--- config.mk ---
export PLATFORM = sky130hd
export DESIGN_NAME = dual_jk_flipflop
export DESIGN_NICKNAME = d
export VERILOG_FILES = /design/src/common/jk_pkg.sv /design/src/common/jk_elem_if.sv /design/src/rtl/jk_element.sv /design/src/rtl/dual_jk_flipflop.sv
export SDC_FILE = /design/constraint.sdc
export NUM_CORES = 1
export LEC_CHECK = 0
export ABC_AREA = 1
export ABC_CLOCK_PERIOD_IN_PS = 1120
export BUFFER_PORTS_ARGS = -buffer_cell sky130_fd_sc_hd__buf_2
export CAP_MARGIN = 5
export CORE_MARGIN = 5
export CORE_UTILIZATION = 40
export CTS_CLUSTER_DIAMETER = 50
export DETAILED_ROUTE_END_ITERATION = 10
export PLACE_DENSITY = 0.66
export SYNTH_ARGS = -nofsm -noshare
export SYNTH_HDL_FRONTEND = slang
export SYNTH_SLANG_ARGS = --single-unit
export TNS_END_PERCENT = 100
--- constraint.sdc ---
create_clock -name core_clk -period 1.12 [get_ports core_clk]
set_clock_uncertainty 0.15 [all_clocks]
set_input_delay 0.224 -clock core_clk [delete_from_list [all_inputs] [get_ports core_clk]]
set_output_delay 0.224 -clock core_clk [all_outputs]
set_load 0.03 [all_outputs]
--- src/common/jk_pkg.sv ---
// Constants and types shared by the dual J-K storage block.
// Assumes a single 100 MHz core clock and pins sampled through synchronisers.
// How it works
// - Two elements, each with its own inputs
// - State changes on own falling clock or while a preset or clear force is held
// - Hold, clear, set or toggle from requests
// - Requests read only in the cycle the fall is seen, committed then
package jk_pkg;

   localparam int ELEM_COUNT = 2;
   localparam int SYNC_DEPTH = 2;
   localparam int CLK_PERIOD_NS = 10;
   localparam logic STATE_RESET = 1'h0;
   localparam logic CLK_PREV_RESET = 1'h0;
   localparam logic ACTIVE_LOW_IDLE = 1'h1;

   // Bit positions of one element's pins inside the idle-level word PIN_IDLE
   localparam int PIN_CLK = 0;
   localparam int PIN_SET = 1;
   localparam int PIN_RST = 2;
   localparam int PIN_PRESET_N = 3;
   localparam int PIN_CLEAR_N = 4;
   localparam int PIN_COUNT = 5;

   typedef enum logic [1:0] {
      MODE_HOLD,
      MODE_CLEAR,
      MODE_SET,
      MODE_TOGGLE
   } jk_mode_t;

   function automatic jk_mode_t decode_mode(input logic set_req, input logic rst_req);
      jk_mode_t m;
      m = MODE_HOLD;
      case ({set_req, rst_req})
         2'h0: m = MODE_HOLD;
         2'h1: m = MODE_CLEAR;
         2'h2: m = MODE_SET;
         default: m = MODE_TOGGLE;
      endcase
      return m;
   endfunction

endpackage

--- src/common/jk_elem_if.sv ---
// Per-element link between the pin front end and one storage element.
// Assumes all signals are already in the core clock domain.
`timescale 1ns/1ps
interface jk_elem_if;
   logic fall;
   logic set_req;
   logic rst_req;
   logic preset;
   logic clear;
   logic previous_state;

   modport front (output fall, output set_req, output rst_req, output preset, output clear,
                  input previous_state);
   modport elem (input fall, input set_req, input rst_req, input preset, input clear,
                 output previous_state);
endinterface

--- src/rtl/jk_element.sv ---
// One J-K storage element acting on a detected falling clock edge.
// Assumes the front end delivers synchronised, one-cycle edge pulses.
`timescale 1ns/1ps
module jk_element
   import jk_pkg::*;
(
   input wire logic core_clk,
   input wire logic resetn,
   jk_elem_if.elem link
);

   logic state_q;
   logic state_d;
   jk_mode_t mode;

   always_comb begin
      mode = decode_mode(link.set_req, link.rst_req);
      state_d = state_q;
      // Preset dominates if both forces are held together
      if (link.preset) begin
         state_d = 1'h1;
      end else if (link.clear) begin
         state_d = 1'h0;
      end else if (link.fall) begin
         case (mode)
            MODE_HOLD: state_d = state_q;
            MODE_CLEAR: state_d = 1'h0;
            MODE_SET: state_d = 1'h1;
            MODE_TOGGLE: state_d = ~state_q;
            default: state_d = state_q;
         endcase
      end
   end

   always_ff @(posedge core_clk or negedge resetn) begin
      if (!resetn) begin
         state_q <= STATE_RESET;
      end else begin
         state_q <= state_d;
      end
   end

   assign link.previous_state = state_q;

endmodule

--- src/rtl/dual_jk_flipflop.sv ---
// Top of the dual J-K storage block: pin synchronisers, edge detect, two elements.
// Assumes element clocks are far slower than core_clk so every level is seen.
`timescale 1ns/1ps
module dual_jk_flipflop
   import jk_pkg::*;
(
   input wire logic core_clk,
   input wire logic resetn,
   input wire logic [ELEM_COUNT-1:0] elem_clk,
   input wire logic [ELEM_COUNT-1:0] set_req,
   input wire logic [ELEM_COUNT-1:0] rst_req,
   input wire logic [ELEM_COUNT-1:0] preset_n,
   input wire logic [ELEM_COUNT-1:0] clear_n,
   output logic [ELEM_COUNT-1:0] state
);

   // Idle pin levels: clocks and requests low, forces released
   localparam logic [PIN_COUNT-1:0] PIN_IDLE = {ACTIVE_LOW_IDLE, ACTIVE_LOW_IDLE, 1'h0, 1'h0, 1'h0};

   // First element: two stages per pin, then clock history
   logic clk0_meta_q;
   logic clk0_sync_q;
   logic clk0_prev_q;
   logic set0_meta_q;
   logic set0_sync_q;
   logic rst0_meta_q;
   logic rst0_sync_q;
   logic preset_n0_meta_q;
   logic preset_n0_sync_q;
   logic clear_n0_meta_q;
   logic clear_n0_sync_q;
   logic state0_q;

   // Second element: same structure, fully separate
   logic clk1_meta_q;
   logic clk1_sync_q;
   logic clk1_prev_q;
   logic set1_meta_q;
   logic set1_sync_q;
   logic rst1_meta_q;
   logic rst1_sync_q;
   logic preset_n1_meta_q;
   logic preset_n1_sync_q;
   logic clear_n1_meta_q;
   logic clear_n1_sync_q;
   logic state1_q;

   jk_elem_if link0 ();
   jk_elem_if link1 ();

   // Pins are outside the core clock; only the second stage is ever read
   // Same depth on every pin keeps a clock and its requests aligned
   // Clock highs or lows shorter than one core cycle can be missed
   always_ff @(posedge core_clk or negedge resetn) begin
      if (!resetn) begin
         clk0_meta_q <= PIN_IDLE[PIN_CLK];
         clk0_sync_q <= PIN_IDLE[PIN_CLK];
      end else begin
         clk0_meta_q <= elem_clk[0];
         clk0_sync_q <= clk0_meta_q;
      end
   end

   always_ff @(posedge core_clk or negedge resetn) begin
      if (!resetn) begin
         set0_meta_q <= PIN_IDLE[PIN_SET];
         set0_sync_q <= PIN_IDLE[PIN_SET];
      end else begin
         set0_meta_q <= set_req[0];
         set0_sync_q <= set0_meta_q;
      end
   end

   always_ff @(posedge core_clk or negedge resetn) begin
      if (!resetn) begin
         rst0_meta_q <= PIN_IDLE[PIN_RST];
         rst0_sync_q <= PIN_IDLE[PIN_RST];
      end else begin
         rst0_meta_q <= rst_req[0];
         rst0_sync_q <= rst0_meta_q;
      end
   end

   always_ff @(posedge core_clk or negedge resetn) begin
      if (!resetn) begin
         preset_n0_meta_q <= PIN_IDLE[PIN_PRESET_N];
         preset_n0_sync_q <= PIN_IDLE[PIN_PRESET_N];
      end else begin
         preset_n0_meta_q <= preset_n[0];
         preset_n0_sync_q <= preset_n0_meta_q;
      end
   end

   always_ff @(posedge core_clk or negedge resetn) begin
      if (!resetn) begin
         clear_n0_meta_q <= PIN_IDLE[PIN_CLEAR_N];
         clear_n0_sync_q <= PIN_IDLE[PIN_CLEAR_N];
      end else begin
         clear_n0_meta_q <= clear_n[0];
         clear_n0_sync_q <= clear_n0_meta_q;
      end
   end

   // History starts low, so a clock already low at release is no edge
   always_ff @(posedge core_clk or negedge resetn) begin
      if (!resetn) begin
         clk0_prev_q <= CLK_PREV_RESET;
      end else begin
         clk0_prev_q <= clk0_sync_q;
      end
   end

   // A fall needs a high level first; requests present at the sampled fall commit here
   assign link0.fall = clk0_prev_q & ~clk0_sync_q;
   // Requests are read at the sampled fall; the driver must hold them there
   assign link0.set_req = set0_sync_q;
   assign link0.rst_req = rst0_sync_q;
   assign link0.preset = ~preset_n0_sync_q;
   assign link0.clear = ~clear_n0_sync_q;

   // Element applies hold, clear, set or toggle on the fall pulse
   jk_element u_elem0 (
      .core_clk(core_clk),
      .resetn(resetn),
      .link(link0)
   );

   // Registered copy keeps the top output straight from a flop
   always_ff @(posedge core_clk or negedge resetn) begin
      if (!resetn) begin
         state0_q <= STATE_RESET;
      end else begin
         state0_q <= link0.previous_state;
      end
   end

   // Second element mirrors the first on its own pins; no input is shared
   always_ff @(posedge core_clk or negedge resetn) begin
      if (!resetn) begin
         clk1_meta_q <= PIN_IDLE[PIN_CLK];
         clk1_sync_q <= PIN_IDLE[PIN_CLK];
      end else begin
         clk1_meta_q <= elem_clk[1];
         clk1_sync_q <= clk1_meta_q;
      end
   end

   always_ff @(posedge core_clk or negedge resetn) begin
      if (!resetn) begin
         set1_meta_q <= PIN_IDLE[PIN_SET];
         set1_sync_q <= PIN_IDLE[PIN_SET];
      end else begin
         set1_meta_q <= set_req[1];
         set1_sync_q <= set1_meta_q;
      end
   end

   always_ff @(posedge core_clk or negedge resetn) begin
      if (!resetn) begin
         rst1_meta_q <= PIN_IDLE[PIN_RST];
         rst1_sync_q <= PIN_IDLE[PIN_RST];
      end else begin
         rst1_meta_q <= rst_req[1];
         rst1_sync_q <= rst1_meta_q;
      end
   end

   always_ff @(posedge core_clk or negedge resetn) begin
      if (!resetn) begin
         preset_n1_meta_q <= PIN_IDLE[PIN_PRESET_N];
         preset_n1_sync_q <= PIN_IDLE[PIN_PRESET_N];
      end else begin
         preset_n1_meta_q <= preset_n[1];
         preset_n1_sync_q <= preset_n1_meta_q;
      end
   end

   always_ff @(posedge core_clk or negedge resetn) begin
      if (!resetn) begin
         clear_n1_meta_q <= PIN_IDLE[PIN_CLEAR_N];
         clear_n1_sync_q <= PIN_IDLE[PIN_CLEAR_N];
      end else begin
         clear_n1_meta_q <= clear_n[1];
         clear_n1_sync_q <= clear_n1_meta_q;
      end
   end

   // Same low start for the second clock history
   always_ff @(posedge core_clk or negedge resetn) begin
      if (!resetn) begin
         clk1_prev_q <= CLK_PREV_RESET;
      end else begin
         clk1_prev_q <= clk1_sync_q;
      end
   end

   // Fall pulse only after a seen high level
   assign link1.fall = clk1_prev_q & ~clk1_sync_q;
   // Requests taken from the same stage as the clock that showed the fall
   assign link1.set_req = set1_sync_q;
   assign link1.rst_req = rst1_sync_q;
   assign link1.preset = ~preset_n1_sync_q;
   assign link1.clear = ~clear_n1_sync_q;

   // Own element instance, own clock domain of events
   jk_element u_elem1 (
      .core_clk(core_clk),
      .resetn(resetn),
      .link(link1)
   );

   // Output flop for the second element
   always_ff @(posedge core_clk or negedge resetn) begin
      if (!resetn) begin
         state1_q <= STATE_RESET;
      end else begin
         state1_q <= link1.previous_state;
      end
   end

   // Both bits come straight from their output flops
   assign state = {state1_q, state0_q};

endmodule

After elaboration in Yosys (flattened, before gate mapping)

Cells that the tools add are included.
W data, S select, Z words.

Register bits after elaboration: 26
Input port bits: 12
Output and inout bits: 2

Equality and inequality tests: 14
Multiplexer cells: 10
Bitwise gates (word level): 6
Reductions and logical operators: 6

Operators with widths:

| kind                 | number |
|---|---|
| $eq A2 B2 Y1 const B | 6 |
| $pmux W2 S3          | 2 |
| $eq A2 B1 Y1 const B | 4 |
| $logic_not A2 Y1     | 4 |
| $mux W1              | 6 |
| $ne A3 B2 Y1 const B | 2 |
| $ne A3 B3 Y1 const B | 2 |
| $pmux W1 S3          | 2 |
| $not A1 Y1           | 4 |
| $reduce_and A2 Y1    | 2 |
| $and A1 B1 Y1        | 2 |

Depth between registers and ports, before layout

Depth after elaboration: 7
Depth in mapped cells: 5
Gate-level depth less buffers: 5

Modules after synthesis

From an unflattened synthesis, not the netlist that was laid out.

Cell total of the unflattened synthesis: 52
Area total of the unflattened synthesis: 775.7 µm²

By module, submodules not included:

| module           | instances | cells each | area an instance (µm²) |
|---|---|---|---|
| dual_jk_flipflop | 1         | 34         | 660.6 |
| jk_element       | 2         | 9          | 57.6 |

Least setup slack after synthesis

Ideal clock, no wire load.

Path kind: register to register
Start point: register clk0_sync_q
End point: register u_elem0.state_q, in the netlist u_elem0.link.previous_state
Arrival time: 618 ps
Required time: 853 ps
Slack: 235 ps
Stages on the path, launching flop included: 5
Clock period less this slack: 885 ps
Cell sequence: dfrtp_1 > nor2_2 > nand2_1 > nand3_1 > nand2_1

Longest elaborated chain between the ends: 4

RTL lines:

| element                            | RTL line                | text |
|---|---|---|
| start, declared                    | dual_jk_flipflop.sv:22  | `logic clk0_sync_q;` |
| start signal, assigned             | dual_jk_flipflop.sv:57  | `clk0_sync_q <= PIN_IDLE[PIN_CLK];` |
| start signal, assigned             | dual_jk_flipflop.sv:60  | `clk0_sync_q <= clk0_meta_q;` |
| $not A1 Y1                         | dual_jk_flipflop.sv:114 | `assign link0.fall = clk0_prev_q & ~clk0_sync_q;` |
| $and A1 B1 Y1                      | dual_jk_flipflop.sv:114 |  |
| $ne A3 B2 Y1 (no source line)      | --                      |  |
| $reduce_and A2 Y1 (no source line) | --                      |  |
| end signal, assigned               | jk_element.sv:39        | `state_q <= state_d;` |
| end, declared                      | jk_element.sv:12        | `logic state_q;` |

Every way passes these cells.
A chain may end at the register's enable or synchronous reset.

Final worst setup path

Start point: register state0_q
End point: output port state[0]

RTL lines:

| element                | RTL line                | text |
|---|---|---|
| start, declared        | dual_jk_flipflop.sv:32  | `logic state0_q;` |
| start signal, assigned | dual_jk_flipflop.sv:133 | `state0_q <= link0.previous_state;` |
| end, declared          | dual_jk_flipflop.sv:14  | `output logic [ELEM_COUNT-1:0] state` |

No word-level cell between the ends.

==> results.py <==
metrics = {
    "logic_synthesis": {
        "syn-cell-area_um2": 768,
        "async_flop_share": 1.00,
        "yosysMostFrequentCell": "dfrtp_1",
        "syn_area_per_cell_um2": 15.4,
        "yosysSeqAreaShare": 0.860,
        "synthFlopType": "dfrtp_1",
        "synth_edf_count": 0,
        "ys_top_cells_by_area": "dfrtp_1 59%, dfstp_2 27%, inv_1 3.9%, nand2_1 3.9%, nand3_1 2.6%",
        "synth_top_cells_by_count": "18 x dfrtp_1, 8 x dfstp_2, 8 x inv_1, 8 x nand2_1, 4 x nand3_1",
        "synth_cells": 50,
        "synth.distinct_cells": 7,
        "synth_top_area_cell": "dfrtp_1",
        "yosys.area.top_type_share": 0.586,
        "ys_seq_elements": 26,
        "syn_nets": 62,
        "yosys_warnings": 0,
    },
    "worst_setup_path": {
        "critical_path.startpoint_type": "flip-flop",
        "cpMaxStageDelayCell": "dfrtp_1",
        "r2r-end": "u_elem1.link.previous_state$_DFFE_PN0P_",
        "critPathMaxFanout": 1,
        "r2r-start": "clk1_sync_q$_DFF_PN0_",
        "path_class": "reg2out",
        "worstPathCellList": "buf_6",
        "reg2reg_slack_ps": 180,
        "crit_buf_inv": 1,
        "cp.arrival_ps": 830,
        "critPathMaxStageDelay_ps": 390,
        "cp_top_family": "flip-flops",
        "r2r_cells": 4,
        "crit_required_ps": 750,
        "endpoint_kind": "output port",
    },
    "worst_hold_path": {
        "worst_hold_path_type": "reg2reg",
        "whs_endpoint": "clk0_sync_q$_DFF_PN0_",
        "worstHoldStart": "clk0_meta_q$_DFF_PN0_",
        "holdPathStages": 0,
    },
    "route": {
        "antenna_left": 0,
        "num_vias": 379,
        "dr.pass1.iters": 1,
        "drc": 0,
        "wirelength_um": 883,
        "routedWlPerCell_um": 8.74,
        "viasPerCell": 3.75,
        "drtIter0Drc": 0,
    },
    "floorplan": {
        "core-area_um2": 1780,
        "start_util": 0.431,
        "die_w_um": 53.8,
        "placementRows": 15,
        "ios": 14,
        "dieArea_um2": 2900,
        "fp.dieH_um": 53.8,
    },
    "finish": {
        "final_cells": 101,
        "drive_above_1_share": 0.355,
        "nets": 89,
        "diodes": 0,
        "syn_to_final_growth_pct": 31.3,
        "design_area_um2": 1010,
    },
    "global_route": {
        "grt_pass1_vias": 398,
        "gr-total-overflow": 0,
        "grt_pass1_wl_um": 1650,
        "grt_max_degree": 27,
        "antenna_found_initial": 0,
        "grtUsageTotal": 0.0846,
    },
    "cts": {
        "cts_tree": "yes",
        "cts_root_buf": "clkbuf_4",
        "worstSkewPairLatency_ps": 310,
        "cts.sinks": 26,
        "htreeDepth": 1,
        "clockBufferDepth": 2,
        "cts_buffers": 3,
        "clk_pin_slew_ps": 120,
    },
    "status": {
        "violations": "negative setup slack",
        "outcome": "finished with violations",
    },
    "place": {
        "dp_slack_ps": 186,
        "hpwl_um": 533,
        "place.gp.congestion": 0.724,
        "port_buffers": 13,
        "placed_area_um2": 850,
        "dp_cells": 86,
    },
    "sta": {
        "max_slew_margin": 0.656,
        "hold_viol": 0,
        "tightest_slew_ps": 515,
        "setup_viol": 2,
        "final.period_utilization": 1.08,
        "fin_ws_ps": -88.6,
        "rsz0062_at_grt": "true",
        "drv_slew": 0,
        "period_needed_ps": 1210,
        "fmaxAchievable_mhz": 827,
        "setup_tns_ps": -176,
    },
    "power": {
        "power_density_nw_per_um2": 1560,
        "ir_drop_mv": 1.01,
        "total_power_mw": 1.57,
        "p_leak_nw": 0.491,
    },
    "flow_run": {
        "cap_violations": 0,
    },
}
==> kinds of logic after synthesis <==
logic type,count (synthesis),synth area share
and+or+nand+nor,14,0.0814
DFF,26,0.860
buffers and inverters,10,0.0586
==> metal layers <==
metal  wire [µm]  GRT usage
met3          42     0.0166
met4          42     0.0894
met2         402      0.127
met5           0          0
met1         395     0.0962
==> worst max path at each step <==
stage / startpoint / to / slack, ps / cells past startpoint
final: state0_q$_DFF_PN0_ / state[0] / -90 / 1
after global routing: state1_q$_DFF_PN0_ / state[1] / -130 / 1
after CTS: state1_q$_DFF_PN0_ / state[1] / -100 / 1
after detailed placement: clk1_sync_q$_DFF_PN0_ / u_elem1.link.previous_state$_DFFE_PN0P_ / 190 / 4
after global placement: clk1_sync_q$_DFF_PN0_ / u_elem1.link.previous_state$_DFFE_PN0P_ / 210 / 4
after floorplan: clk0_sync_q$_DFF_PN0_ / u_elem0.link.previous_state$_DFFE_PN0P_ / 230 / 4
==> cells in the final DEF, fill, tap and decap left out <==
cell / netlist / final
buf_2: 0 / 11
dfstp_2: 8 / 8
clkbuf_8: 0 / 1
inv_1: 8 / 8
dfrtp_1: 18 / 18
nand3_1: 4 / 4
clkbuf_4: 0 / 3
nor2_2: 2 / 2
nand2_1: 8 / 8
buf_6: 0 / 2
dlygate4sd3_1: 0 / 11
==> where the power goes <==
| group | switching (mW) | leakage, nW | total, mW | internal [mW] |
|---|---|---|---|---|
| registers | 0.0186 | 0.290 | 1.02 | 1.00 |
| clock network | 0.246 | 0.0210 | 0.444 | 0.198 |
| logic | 0.0496 | 0.179 | 0.108 | 0.0586 |
| total | 0.314 | 0.491 | 1.57 | 1.26 |
==> area by class of cell <==
cell class,instances,area [µm²]
Fill cell,136,774
Sequential cell,26,661
Timing Repair Buffer,24,188
Multi-Input combinational cell,14,62.6
Clock buffer,4,36.3
Tap cell,25,31.3
Inverter,8,30.0
==> stage by stage <==
stage	hold WS (ps)	utilization
2_1_floorplan	-222	-
4_1_cts	212	0.566
3_3_place_gp	76.9	0.476
6_report	210	0.566
5_1_grt	218	0.566
3_5_place_dp	82.9	0.476
==> what timing repair did <==
| action | 4_1_cts | 5_1_grt |
|---|---|---|
| hold buffers | 11 | 0 |
| setup buffers | 0 | 0 |
| resized for setup | 4 | 0 |
| hold endpoints to repair | 28 | 0 |
| setup endpoints to repair | 2 | 2 |
No activity file was read; power rests on OpenSTA's default activity.
